==> config.mk <==
export PLATFORM = sky130hd
export DESIGN_NAME = setpoint_program_sequencer
export DESIGN_NICKNAME = d
export VERILOG_FILES = /design/src/setpoint_program_sequencer.v
export VERILOG_INCLUDE_DIRS = /design/src /design/src/src
export SDC_FILE = /design/constraint.sdc
export NUM_CORES = 2
export LEC_CHECK = 0
export ABC_AREA = 1
export CORE_ASPECT_RATIO = 0.5
export CORE_MARGIN = 5
export CORE_UTILIZATION = 51
export DETAILED_ROUTE_END_ITERATION = 8
export DONT_BUFFER_PORTS = 1
export PLACE_DENSITY_LB_ADDON = 0.08
export SYNTH_ARGS = -nofsm -noshare
export SYNTH_HDL_FRONTEND = slang
export SYNTH_SLANG_ARGS = --single-unit
==> constraint.sdc <==
create_clock -name clk_sys -period 255.8 [get_ports clk_sys]
set_clock_uncertainty 0.05 [all_clocks]
set_input_delay 38.37 -clock clk_sys [delete_from_list [all_inputs] [get_ports clk_sys]]
set_output_delay 38.37 -clock clk_sys [all_outputs]
set_load 0.01 [all_outputs]
==> src/sequencer_regs.vh <==
// Purpose: register map, field positions and timing counts of the sequencer
// Assumes: APB slave, 32-bit data, one register per aligned word
// Notes:   all offsets are byte addresses
`ifndef SEQUENCER_REGS_VH
`define SEQUENCER_REGS_VH

`define REG_CTRL        12'h000
`define REG_CONFIG      12'h004
`define REG_HOLD_THR    12'h008
`define REG_FRONT_SP    12'h00C
`define REG_STATUS      12'h010
`define REG_PROG_SP     12'h014
`define REG_REMAIN      12'h018
`define REG_SP_DISPLAY  12'h01C
`define REG_ANALOG_OUT  12'h020
`define REG_BAR         12'h024
`define REG_CTL_DIFF    12'h028
`define REG_SECT_BASE   12'h100

// control register bits
`define CTRL_EXTERNAL   0
`define CTRL_MANUAL     1
`define CTRL_HOLD_EN    2
// configuration register bits
`define CFG_ORIGIN      0
`define CFG_DYNAMIC     1
`define CFG_CYCLIC      2
`define CFG_CHAIN       3
`define CFG_POLARITY    4
`define CFG_AOUT_SRC    5
`define CFG_DISP_TARGET 6
`define CFG_START_ASSIGN 7
`define CFG_SELECT_ASSIGN 8
`define CFG_SECOND_PROG 9
`define CFG_SLOT_LO     16
`define CFG_SLOT_HI     23
`define CFG_SLOT_ANY    31

// timing: one program second at 100 MHz
`define SECOND_NS       1000000000
`define CLK_PERIOD_NS   10
`define TICK_CYCLES     (`SECOND_NS / `CLK_PERIOD_NS)

`define RESET_WORD      32'h0000_0000
`endif

==> src/setpoint_program_sequencer.v <==
// Purpose: timed setpoint programmer with hold, cascade and cyclic repeat
// Assumes: APB register access, inputs from pins synchronised here
// Notes:   section table is held in local memory, two programs of N steps
// Functional notes
// RQ1: going from internal to external setpoint starts the program.
// RQ2: last section done forces setpoint source back to internal.
// RQ3: origin switch 1 keeps the front setpoint active outside a run.
// RQ4: origin switch 0 loads final target into front setpoint at end.
// RQ5: internal setpoint together with manual mode resets the program.
// RQ6: actual-value display shows remaining time of active section.
// RQ7: dynamic start mode starts on a rising start-input edge.
// RQ8: hold enabled freezes time while difference exceeds threshold.
// RQ9: static start mode runs while start input is high and external; here external is checked only when starting.
// RQ10: interrupted and adjusted setpoint ramps on to section target.
// RQ11: chained selector runs first then second program as one.
// RQ12: cyclic mode restarts after end until internal is selected.
// RQ13: two lamps show which chained program is active.
// RQ14: slot output during chosen sections; idle output when not running.
// RQ15: running message on a digital output, polarity switch inverts it.
// RQ16: analog output carries program setpoint when its switch selects.
// RQ17: setpoint display shows current or section-end target setpoint.
// RQ18: select input, when assigned, chooses first or second program.
// RQ19: bar display shows program extent and current step.
// RQ20: setpoint moves linearly from start to target over section time.
// RQ21: time resumes once difference is back inside hold threshold.
//
// Design decisions made here: the register offsets and the APB slave port.
`timescale 1ns/1ps
`include "sequencer_regs.vh"

module setpoint_program_sequencer #(
  parameter STEPS     = 8,
  parameter SPW       = 16,
  parameter TW        = 16,
  parameter TICK      = `TICK_CYCLES
) (
  input  wire            clk_sys,                 // system clock
  input  wire            resetn,                  // sync reset, low
  input  wire            psel,                    // apb select
  input  wire            penable,                 // apb enable
  input  wire            pwrite,                  // apb direction
  input  wire [11:0]     paddr,                   // apb byte address
  input  wire [31:0]     pwdata,                  // apb write data
  output reg  [31:0]     prdata,                  // apb read data
  output reg             pready,                  // apb ready
  output reg             pslverr,                 // apb error
  input  wire            first_digital_input,     // start pin
  input  wire            second_digital_input,    // select pin
  output reg             first_message_output,    // slot / running msg
  output reg             second_message_output,   // idle or end msg
  output reg             lamp_first_program,      // first prog active
  output reg             lamp_second_program,     // second prog active
  output reg  [SPW-1:0]  analog_output,           // analog out value
  output reg  [TW-1:0]   actual_value_display,    // remaining seconds
  output reg  [SPW-1:0]  setpoint_display,        // current or target
  output reg             lamp_internal            // setpoint internal
);

  localparam IW = $clog2(STEPS);
  localparam PW = IW + 1;
  localparam ST_IDLE = 2'b00;
  localparam ST_RUN  = 2'b01;
  localparam ST_INT  = 2'b10;
  // bar extent, one or both programs
  localparam [7:0] BAR_ONE = STEPS;
  localparam [7:0] BAR_TWO = 2*STEPS;

  // section table: program in bit IW, step below
  reg [SPW-1:0] target_mem [0:2*STEPS-1];
  reg [TW-1:0]  time_mem   [0:2*STEPS-1];

  reg [1:0]     state_q;
  reg [31:0]    ctrl_q;
  reg [31:0]    cfg_q;
  reg [SPW-1:0] hold_thr_q;
  reg [SPW-1:0] front_sp_q;
  reg [SPW-1:0] ctl_diff_q;
  reg [SPW-1:0] prog_sp_q;
  reg [SPW-1:0] start_sp_q;
  reg [TW-1:0]  remain_q;
  reg [31:0]    tick_q;
  reg           prog_q;
  reg [IW-1:0]  step_q;
  reg [PW-1:0]  done_steps_q;
  reg           ext_prev_q;
  reg [1:0]     start_sync_q;
  reg [1:0]     sel_sync_q;
  reg           start_prev_q;
  reg           running_q;
  reg [15:0]    bar_q;

  // pin synchronisers, first stage read only by second
  always @(posedge clk_sys) begin
    if (!resetn) begin
      start_sync_q <= 2'b00;
      sel_sync_q   <= 2'b00;
    end else begin
      start_sync_q <= {start_sync_q[0], first_digital_input};
      sel_sync_q   <= {sel_sync_q[0], second_digital_input};
    end
  end

  wire          start_in  = start_sync_q[1];
  wire          ext_sel   = ctrl_q[`CTRL_EXTERNAL];
  wire          manual    = ctrl_q[`CTRL_MANUAL];
  wire          chain     = cfg_q[`CFG_CHAIN];
  wire [PW-1:0] cur_idx   = {prog_q, step_q};
  wire [SPW-1:0] cur_tgt  = target_mem[cur_idx];
  wire [TW-1:0]  cur_time = time_mem[cur_idx];
  // first program choice: select pin when assigned, else config bit
  wire first_prog = cfg_q[`CFG_SELECT_ASSIGN] ? sel_sync_q[1]   // see RQ18
                                              : cfg_q[`CFG_SECOND_PROG];

  // start request per configured source
  wire dyn_edge  = start_in & ~start_prev_q;
  wire pin_start = cfg_q[`CFG_DYNAMIC] ? dyn_edge                // see RQ7
                                       : (start_in & ext_sel);   // see RQ9
  wire front_start = ext_sel & ~ext_prev_q;                     // see RQ1
  wire start_req = cfg_q[`CFG_START_ASSIGN] ? pin_start : front_start;
  wire reset_req = ~ext_sel & manual;                           // see RQ5

  // hold when difference beyond threshold, resumes when back inside
  wire hold = ctrl_q[`CTRL_HOLD_EN] & (ctl_diff_q > hold_thr_q); // see RQ8
  wire static_stop = cfg_q[`CFG_START_ASSIGN] & ~cfg_q[`CFG_DYNAMIC]
                     & ~start_in;
  wire advance = (state_q == ST_RUN) & ~hold & ~static_stop;     // see RQ21
  wire tick_now = advance & (tick_q == TICK - 1);
  wire sect_end = tick_now & (remain_q <= {{(TW-1){1'b0}}, 1'b1});
  wire last_in_prog = (step_q == STEPS - 1) |
                      (time_mem[cur_idx + 1'b1] == {TW{1'b0}});
  wire prog_end = sect_end & last_in_prog & (~chain | prog_q);

  // linear ramp: start + (target-start)*elapsed/duration, see RQ20
  wire signed [SPW+1:0] span =
    $signed({2'b00, cur_tgt}) - $signed({2'b00, start_sp_q});
  wire [TW-1:0] elapsed = cur_time - remain_q;
  wire signed [SPW+TW+2:0] prod = span * $signed({1'b0, elapsed});
  wire signed [SPW+TW+2:0] quot =
    (cur_time == {TW{1'b0}}) ? {(SPW+TW+3){1'b0}}
                             : prod / $signed({1'b0, cur_time});
  wire [SPW-1:0] ramp_sp = start_sp_q + quot[SPW-1:0];          // see RQ20

  // main sequencer state machine
  always @(posedge clk_sys) begin
    if (!resetn) begin
      state_q      <= ST_IDLE;
      prog_q       <= 1'b0;
      step_q       <= {IW{1'b0}};
      done_steps_q <= {PW{1'b0}};
      remain_q     <= {TW{1'b0}};
      tick_q       <= 32'h0000_0000;
      prog_sp_q    <= {SPW{1'b0}};
      start_sp_q   <= {SPW{1'b0}};
      ext_prev_q   <= 1'b0;
      start_prev_q <= 1'b0;
      running_q    <= 1'b0;
    end else begin
      ext_prev_q   <= ext_sel;
      start_prev_q <= start_in;
      case (state_q)
        ST_IDLE: begin
          running_q <= 1'b0;
          if (start_req) begin
            state_q      <= ST_RUN;
            running_q    <= 1'b1;
            prog_q       <= chain ? 1'b0 : first_prog;          // see RQ11
            step_q       <= {IW{1'b0}};
            done_steps_q <= {PW{1'b0}};
            tick_q       <= 32'h0000_0000;
            remain_q     <= time_mem[{(chain ? 1'b0 : first_prog),
                                      {IW{1'b0}}}];
            start_sp_q   <= front_sp_q;
            prog_sp_q    <= front_sp_q;
          end
        end
        ST_RUN: begin
          if (reset_req) begin
            state_q <= ST_IDLE;
          end else if (~ext_sel & ~cfg_q[`CFG_START_ASSIGN]) begin
            state_q <= ST_INT;                                  // see RQ10
          end else if (advance) begin
            prog_sp_q <= ramp_sp;
            tick_q <= tick_now ? 32'h0000_0000 : tick_q + 32'd1;
            if (tick_now)
              remain_q <= remain_q - {{(TW-1){1'b0}}, 1'b1};   // see RQ6
            if (sect_end) begin
              prog_sp_q  <= cur_tgt;
              start_sp_q <= cur_tgt;
              done_steps_q <= done_steps_q + {{(PW-1){1'b0}}, 1'b1};
              if (prog_end) begin
                if (cfg_q[`CFG_CYCLIC]) begin                   // see RQ12
                  prog_q   <= chain ? 1'b0 : prog_q;
                  step_q   <= {IW{1'b0}};
                  done_steps_q <= {PW{1'b0}};
                  remain_q <= time_mem[{(chain ? 1'b0 : prog_q),
                                        {IW{1'b0}}}];
                end else begin
                  state_q   <= ST_IDLE;
                  running_q <= 1'b0;
                end
              end else if (last_in_prog) begin
                prog_q   <= 1'b1;                               // see RQ11
                step_q   <= {IW{1'b0}};
                remain_q <= time_mem[{1'b1, {IW{1'b0}}}];
              end else begin
                step_q   <= step_q + {{(IW-1){1'b0}}, 1'b1};
                remain_q <= time_mem[cur_idx + 1'b1];
              end
            end
          end
        end
        ST_INT: begin
          // operator owns the setpoint; resume ramps from it
          if (reset_req) begin
            state_q <= ST_IDLE;
          end else if (ext_sel) begin
            state_q    <= ST_RUN;
            start_sp_q <= front_sp_q;                           // see RQ10
            prog_sp_q  <= front_sp_q;
            tick_q     <= 32'h0000_0000;
          end
        end
        default: state_q <= ST_IDLE;
      endcase
    end
  end

  // remaining-time based ramp after resume keeps elapsed as section time minus remaining
  // so the slope still spans the whole section from the resumed setpoint

  // apb slave, access phase with one wait state
  wire wr_acc = psel & penable & pwrite & ~pready;
  wire rd_acc = psel & penable & ~pwrite & ~pready;
  wire in_tab = (paddr >= `REG_SECT_BASE) &
                (paddr < `REG_SECT_BASE + 12'h0 + (4*4*STEPS));
  wire [PW-1:0] tab_idx = paddr[PW+2:3];
  wire mapped = in_tab | (paddr <= `REG_CTL_DIFF && paddr[1:0] == 2'b00);

  reg [31:0] rd_d;
  always @* begin
    rd_d = `RESET_WORD;
    case (paddr)
      `REG_CTRL:       rd_d = ctrl_q;
      `REG_CONFIG:     rd_d = cfg_q;
      `REG_HOLD_THR:   rd_d = {{(32-SPW){1'b0}}, hold_thr_q};
      `REG_FRONT_SP:   rd_d = {{(32-SPW){1'b0}}, front_sp_q};
      `REG_STATUS:     rd_d = {24'h000000, hold, prog_q, running_q,
                               3'b000, state_q};
      `REG_PROG_SP:    rd_d = {{(32-SPW){1'b0}}, prog_sp_q};
      `REG_REMAIN:     rd_d = {{(32-TW){1'b0}}, remain_q};
      `REG_CTL_DIFF:   rd_d = {{(32-SPW){1'b0}}, ctl_diff_q};
      `REG_BAR:        rd_d = {16'h0000, bar_q};             // see RQ19
      default: begin
        if (in_tab)
          rd_d = paddr[2] ? {{(32-TW){1'b0}}, time_mem[tab_idx]}
                          : {{(32-SPW){1'b0}}, target_mem[tab_idx]};
      end
    endcase
  end

  // register writes; hardware end-of-program overrides win
  always @(posedge clk_sys) begin
    if (!resetn) begin
      ctrl_q     <= `RESET_WORD;
      cfg_q      <= `RESET_WORD;
      hold_thr_q <= {SPW{1'b0}};
      front_sp_q <= {SPW{1'b0}};
      ctl_diff_q <= {SPW{1'b0}};
      pready     <= 1'b0;
      pslverr    <= 1'b0;
      prdata     <= 32'h0000_0000;
    end else begin
      pready  <= psel & penable & ~pready;
      pslverr <= psel & penable & ~pready & ~mapped;
      if (rd_acc)
        prdata <= rd_d;
      if (wr_acc) begin
        case (paddr)
          `REG_CTRL:     ctrl_q     <= pwdata;
          `REG_CONFIG:   cfg_q      <= pwdata;
          `REG_HOLD_THR: hold_thr_q <= pwdata[SPW-1:0];
          `REG_FRONT_SP: front_sp_q <= pwdata[SPW-1:0];
          `REG_CTL_DIFF: ctl_diff_q <= pwdata[SPW-1:0];
          default: ;
        endcase
      end
      if (prog_end & ~cfg_q[`CFG_CYCLIC] & (state_q == ST_RUN)) begin
        ctrl_q[`CTRL_EXTERNAL] <= 1'b0;                         // see RQ2
        if (!cfg_q[`CFG_ORIGIN])
          front_sp_q <= cur_tgt;                                // see RQ4
      end
    end
  end

  // section table writes, one generate entry per section
  genvar g;
  generate
    for (g = 0; g < 2*STEPS; g = g + 1) begin : g_tab
      always @(posedge clk_sys) begin
        if (!resetn) begin
          target_mem[g] <= {SPW{1'b0}};
          time_mem[g]   <= {TW{1'b0}};
        end else if (wr_acc & in_tab & (tab_idx == g)) begin
          if (paddr[2])
            time_mem[g]   <= pwdata[TW-1:0];
          else
            target_mem[g] <= pwdata[SPW-1:0];
        end
      end
    end
  endgenerate

  // active setpoint: front value when idle or interrupted
  wire [SPW-1:0] active_sp = (state_q == ST_RUN) ? prog_sp_q
                                                 : front_sp_q; // see RQ3
  wire [7:0] slot_mask = cfg_q[`CFG_SLOT_HI:`CFG_SLOT_LO];
  wire in_slot = running_q & slot_mask[step_q[IW-1:0] & 3'h7];

  // registered outputs
  always @(posedge clk_sys) begin
    if (!resetn) begin
      first_message_output  <= 1'b0;
      second_message_output <= 1'b0;
      lamp_first_program    <= 1'b0;
      lamp_second_program   <= 1'b0;
      analog_output         <= {SPW{1'b0}};
      actual_value_display  <= {TW{1'b0}};
      setpoint_display      <= {SPW{1'b0}};
      lamp_internal         <= 1'b1;
    end else begin
      // config bit 31 picks slot message, else running message
      first_message_output <= cfg_q[`CFG_SLOT_ANY] ? in_slot    // see RQ14
                           : (running_q ^ cfg_q[`CFG_POLARITY]); // see RQ15
      second_message_output <= ~running_q;                      // see RQ14
      lamp_first_program    <= running_q & ~prog_q;             // see RQ13
      lamp_second_program   <= running_q & prog_q;              // see RQ13
      analog_output <= cfg_q[`CFG_AOUT_SRC] ? active_sp         // see RQ16
                                            : ctl_diff_q;
      actual_value_display  <= remain_q;                        // see RQ6
      setpoint_display <= cfg_q[`CFG_DISP_TARGET] ? cur_tgt     // see RQ17
                                                  : active_sp;
      lamp_internal <= ~ext_sel;
    end
  end

  // bar display: extent in high byte, completed steps in low byte
  always @(posedge clk_sys) begin
    if (!resetn)
      bar_q <= 16'h0000;
    else
      bar_q <= {(chain ? BAR_TWO : BAR_ONE),                    // see RQ19
                {{(8-PW){1'b0}}, done_steps_q}};
  end

endmodule

Word-level counts from Yosys, hierarchy flattened
Memories as Yosys holds them, arrays and structs flattened.
Index checks and enable logic that the tools add are counted.
Word-level totals
  register bits: 312
  RAM bits: 512
  input bits: 51
  output and inout port bits: 87
  memories kept: 2
Cells by class
  add/sub/neg operators: 8
  multiply operators: 1
  div/mod/pow operators: 1
  magnitude comparators: 6
  eq/ne operators: 43
  multiplexer cells: 226
  bitwise operators: 96
  reductions and logical operators: 22
Memories
  target_mem: words 16, bits a word 16, rd ports 2, clocked after memory_dff 0, wr ports 16, line setpoint_program_sequencer.v:69  | reg [SPW-1:0] target_mem [0:2*STEPS-1];
  time_mem: words 16, bits a word 16, rd ports 6, clocked after memory_dff 0, wr ports 16, line setpoint_program_sequencer.v:70  | reg [TW-1:0] time_mem [0:2*STEPS-1];
Operators with widths (count)
  $mux W16: 62
  $pmux W32 S9: 1
  $mux W32: 7
  $mux W1: 121
  $pmux W16 S3: 2
  $pmux W32 S3: 1
  $and A1 B1 Y1: 44
  $eq A12 B5 Y1 const B: 3
  $div A35 B16 Y35: 1
  $or A1 B1 Y1: 35
  $mul A17 B17 Y34: 1
  $add A32 B1 Y32 const B: 1
  $eq A32 B27 Y1 const B: 1
  $eq A4 B4 Y1 const B: 8
  $logic_not A16 Y1: 2
  $pmux W16 S2: 1
  $mux W4: 7
  $eq A12 B4 Y1 const B: 2
  $eq A12 B6 Y1 const B: 2
  $mux W3: 8
  $reduce_and A7 Y1: 3
  $mux W2: 9
  $ne A2 B2 Y1 const B: 9
  $sub A16 B16 Y17: 1
  39 further kinds: 71

Logic depth before layout (Yosys ltp)
  word-level depth: 15
  gate-level depth with buffers: 763

Worst setup path after synthesis
No wires, ideal clock.
  path type: reg2reg
  start: register step_q[0]
  end: register prog_sp_q[15]
  library setup time: 74 ps
  data arrival time: 98246 ps
  required time: 255676 ps
  path slack: 157429 ps
  cell stages (with the launch flop): 730
  clock period less this slack: 98371 ps
  path through: dfxtp_1 buf_6 buf_12 buf_12 buf_8 buf_12 clkbuf_8 clkbuf_1 clkbuf_1 clkbuf_1 clkbuf_1 o21ai_0 o211ai_1 nand3_1 nand2_1 inv_1 ha_1 fa_1 [... 694 more ...] nand2_1 a21oi_1 o21ai_0 a21oi_1 o21bai_1 nand2_1 inv_1 nor2_1 inv_1 a21oi_1 nor2_1 nor2_1 nor2_1 nor2_1 xor2_1 xor2_1 nand2_1 a31oi_1
On the way
  cells in the longest elaborated chain, start to end: 11
Ends and longest elaborated chain
  from (decl): line setpoint_program_sequencer.v:83  | reg [IW-1:0] step_q;
  from (signal assigned): line setpoint_program_sequencer.v:148  | step_q <= {IW{1'b0}};
  from (signal assigned): line setpoint_program_sequencer.v:167  | step_q <= {IW{1'b0}};
  from (signal assigned): line setpoint_program_sequencer.v:193  | step_q <= {IW{1'b0}};
  $mem_v2 Z16 W16 (on tied branches)
  $sub A16 B16 Y17 or $sub A16 B16 Y16 (tied branches): line setpoint_program_sequencer.v:135, setpoint_program_sequencer.v:136
  $mul A17 B17 Y34: line setpoint_program_sequencer.v:137  | wire signed [SPW+TW+2:0] prod = span * $signed({1'b0, elapsed});
  $div A35 B16 Y35: line setpoint_program_sequencer.v:140  | : prod / $signed({1'b0, cur_time});
  $mux W16: line setpoint_program_sequencer.v:139  | (cur_time == {TW{1'b0}}) ? {(SPW+TW+3){1'b0}}
  $add A16 B16 Y16: line setpoint_program_sequencer.v:141  | wire [SPW-1:0] ramp_sp = start_sp_q + quot[SPW-1:0];
  $mux W16 *: line setpoint_program_sequencer.v:186  | if (sect_end) begin
  $mux W16 *: line setpoint_program_sequencer.v:181  | end else if (advance) begin
  $mux W16 *: line setpoint_program_sequencer.v:179  | end else if (~ext_sel & ~cfg_q[`CFG_START_ASSIGN]) begin
  $mux W16 *: line setpoint_program_sequencer.v:177  | if (reset_req) begin
  $pmux W16 S3 *: line setpoint_program_sequencer.v:160  | case (state_q)
  to (signal assigned): line setpoint_program_sequencer.v:173  | prog_sp_q <= front_sp_q;
  to (signal assigned): line setpoint_program_sequencer.v:182  | prog_sp_q <= ramp_sp;
  to (signal assigned): line setpoint_program_sequencer.v:187  | prog_sp_q <= cur_tgt;
  to (decl): line setpoint_program_sequencer.v:78  | reg [SPW-1:0] prog_sp_q;
Every way passes the cells marked *; elsewhere a longest branch is shown, timed or not. The select of a mux whose other input is x is not followed.
A chain may end at the register's enable or synchronous reset.

Worst setup path after layout
Ends and elaborated chain as after synthesis.

==> metrics.txt <==
Synth top area share 0.1751; I/O pin cnt approximately 140; pin count of the biggest net entering global routing between 200 and 300; routability congestion estimate approximately 1; H-tree depth 3; final setup TNS 0 ns; Core ar. roughly 170000 um2; Initial Util 0.5143; Longest Clk Path Bufs 3; r2r setup slk 144.79 ns; synthesized area 87790 um2; WP data arrival 111.56 ns; highest-delay cell along the critical path nor2_1; Antenna Nets Post-Route 0; # Post-CTS Setup Buffers 0; hold_buf cts 0; Overflow after GRT 0; type of origin of the critical path flip-flop; CP required around 260 ns; yosys warns 0; CTS tree done; Area growth syn-to-layout 4.401%; worst hold slack 0.3806 ns; main area contributors after synthesis edfxtp_1 18%, nand2_1 9.6%, ha_1 8.5%, inv_1 8.1%, dfxtp_1 6.9%; Slew @ Worst Pin 1.226 ns; asr flop ratio synth 0; Die W between 500 and 600 um; most common cell after layout, fill and taps aside nand2_1; kind of critical path flip-flop to flip-flop; post-synth top area cell edfxtp_1; antenna violations before repair 11; crit-path max cell delay between 0.8 and 0.9 ns; Post-synth EDFFs ~500; average size of a mapped cell 7.065 um2; Final Max Slew Viols 0; metal3 WL between 30000 and 40000 um; share of cells above drive strength 1 0.07954; leading cell types in the layout, fill and taps excluded 2247 x nand2_1, 1896 x inv_1, 1344 x nor2_1; number of clock buffers inserted by TritonCTS 91; Seq/Total Area, Yosys 0.2440; Initial DRT Pass Iterations 7; WL final between 300000 and 400000 um; CP max FO 82; Final Setup Violations 0; MaxCap Viol Count 0; post-DP HPWL approximately 230000 um; most used cell, CP nand2_1; FP Rows 107; Routed wire per std cell 21.85 um; vias in the first global route 77.65k; Post-CTS Resized 0; clock root buffer master clkbuf_16; port bufs 0; number of synthesized register bits 814; first-pass GRT wire length around 470000 um; drc violations 0; status finished, final reports clean; Rel. slew slack 0.1618; drt initial violations around 10k; Setup crit end kind flip-flop; worst-skew pair later-pin latency 0.70 ns; via count ~84k; # clock sinks 814; Die ar. 181000 um2; RSZ-0062 raised after global routing no; gr usage total 0.3372; main flop type after synthesis edfxtp_1; final hold vios 0; met2 WL 135800 um; FILL cells 16.92k; Max Clock Freq about 0.009 GHz; Die Span Y 303.4 um; Max Used Layer met5; Syn Inst Count between 10k and 15k; Vias/cell 5.833; Worst-path clk slew 0.06 ns; Tcrit/Tclk final 0.4340; Distinct cells, synth 98; worst hold path class flip-flop to flip-flop; Mapped Nets between 10k and 15k; Routed met1 length around 130000 um; Final #Nets 13.01k; minimum clock period 111.01 ns
per-stage QoR:
step	area (um2)	util	worst slack [ns]	instances
global route	91640	0.5369	131.72	14450
detailed placement	88610	0.5191	146.11	14280
floorplan	87790	-	157.43	12430
global placement	88610	0.5191	149.62	14280
finish	91650	0.5369	144.79	14450
CTS	91640	0.5369	145.77	14450
flip-flops by register name (all words and copies together), names as in the netlist, 2 cells and up:
register	cells
ctl_diff_q	16
bar_q	6
cfg_q	32
analog_output	16
setpoint_display	16
prog_sp_q	16
remain_q	16
hold_thr_q	16
prdata	32
state_q	2
tick_q	32
start_sp_q	16
actual_value_display	16
start_sync_q	2
target_mem	256
ctrl_q	32
front_sp_q	16
done_steps_q	4
step_q	3
sel_sync_q	2
time_mem	256
cell families (layout without fill, tap and decap cells):
group | after synthesis | after routing | synth area share
AND/OR/NAND/NOR | 5106 | 5106 | 0.2661
AO/OA/AOI/OAI | 2666 | 2666 | 0.1790
buffers and inverters | 2556 | 2287 | 0.1210
adder cells (fa/ha/maj) | 881 | 881 | 0.1497
flip-flops | 814 | 814 | 0.2440
XOR/XNOR | 403 | 403 | 0.04021
other | 0 | 3 | 0
worst max-delay path: cells and delay by family (launching register included):
kind,cells,cell delay (ns)
and+or+nand+nor,256,33.47
adders and majority gates,44,15.88
AOI/OAI and AO/OA,249,45.64
DFF,1,0.81
buffers and inverters,121,14.15
xor gates and xnor gates,3,0.59
final timing paths:
kind,end,startpoint,cells after the start
setup / recovery,prog_sp_q[15]$_SDFFE_PN0P_,step_q[0]$_SDFFE_PN0P_,673
hold / removal,start_sync_q[1]$_SDFF_PN0_,start_sync_q[0]$_SDFF_PN0_,2
setup reg to reg,prog_sp_q[15]$_SDFFE_PN0P_,step_q[0]$_SDFFE_PN0P_,673
hold reg to reg,start_sync_q[1]$_SDFF_PN0_,start_sync_q[0]$_SDFF_PN0_,2
routing by layer:
metal,vias up,global-route usage
li1,40370,-
met1,39360,0.4630
met2,3865,0.5298
met3,672,0.06609
met4,12,0.1227
met5,-,0
final cells by class:
cell class	instances	area, um2	area share
Antenna cell	3	7.507	0.00008191
Clock buffer	116	2526	0.02756
Clock inverter	53	506.7	0.005529
Inverter	2012	7646	0.08343
Multi-Input combinational cell	9056	55820	0.6091
Sequential cell	814	21430	0.2338
Tap cell	2289	2864	0.03125
Timing Repair Buffer	106	845.8	0.009229
cells in the mapped netlist (117+ instances only):
cell type	instances
edfxtp_1	512
nor3_1	155
fa_1	282
nor2_1	1351
nand4_1	136
nand3_1	583
clkbuf_1	400
o211ai_1	185
nand2_2	187
inv_1	1905
dfxtp_1	302
xor2_1	262
a21oi_1	797
o22ai_1	117
xnor2_1	141
o21ai_0	958
nand2_1	2249
ha_1	599
Power is left out: the tool's default activity adds up to more than one toggle a clock period on the data nets, which glitch-free logic cannot reach.
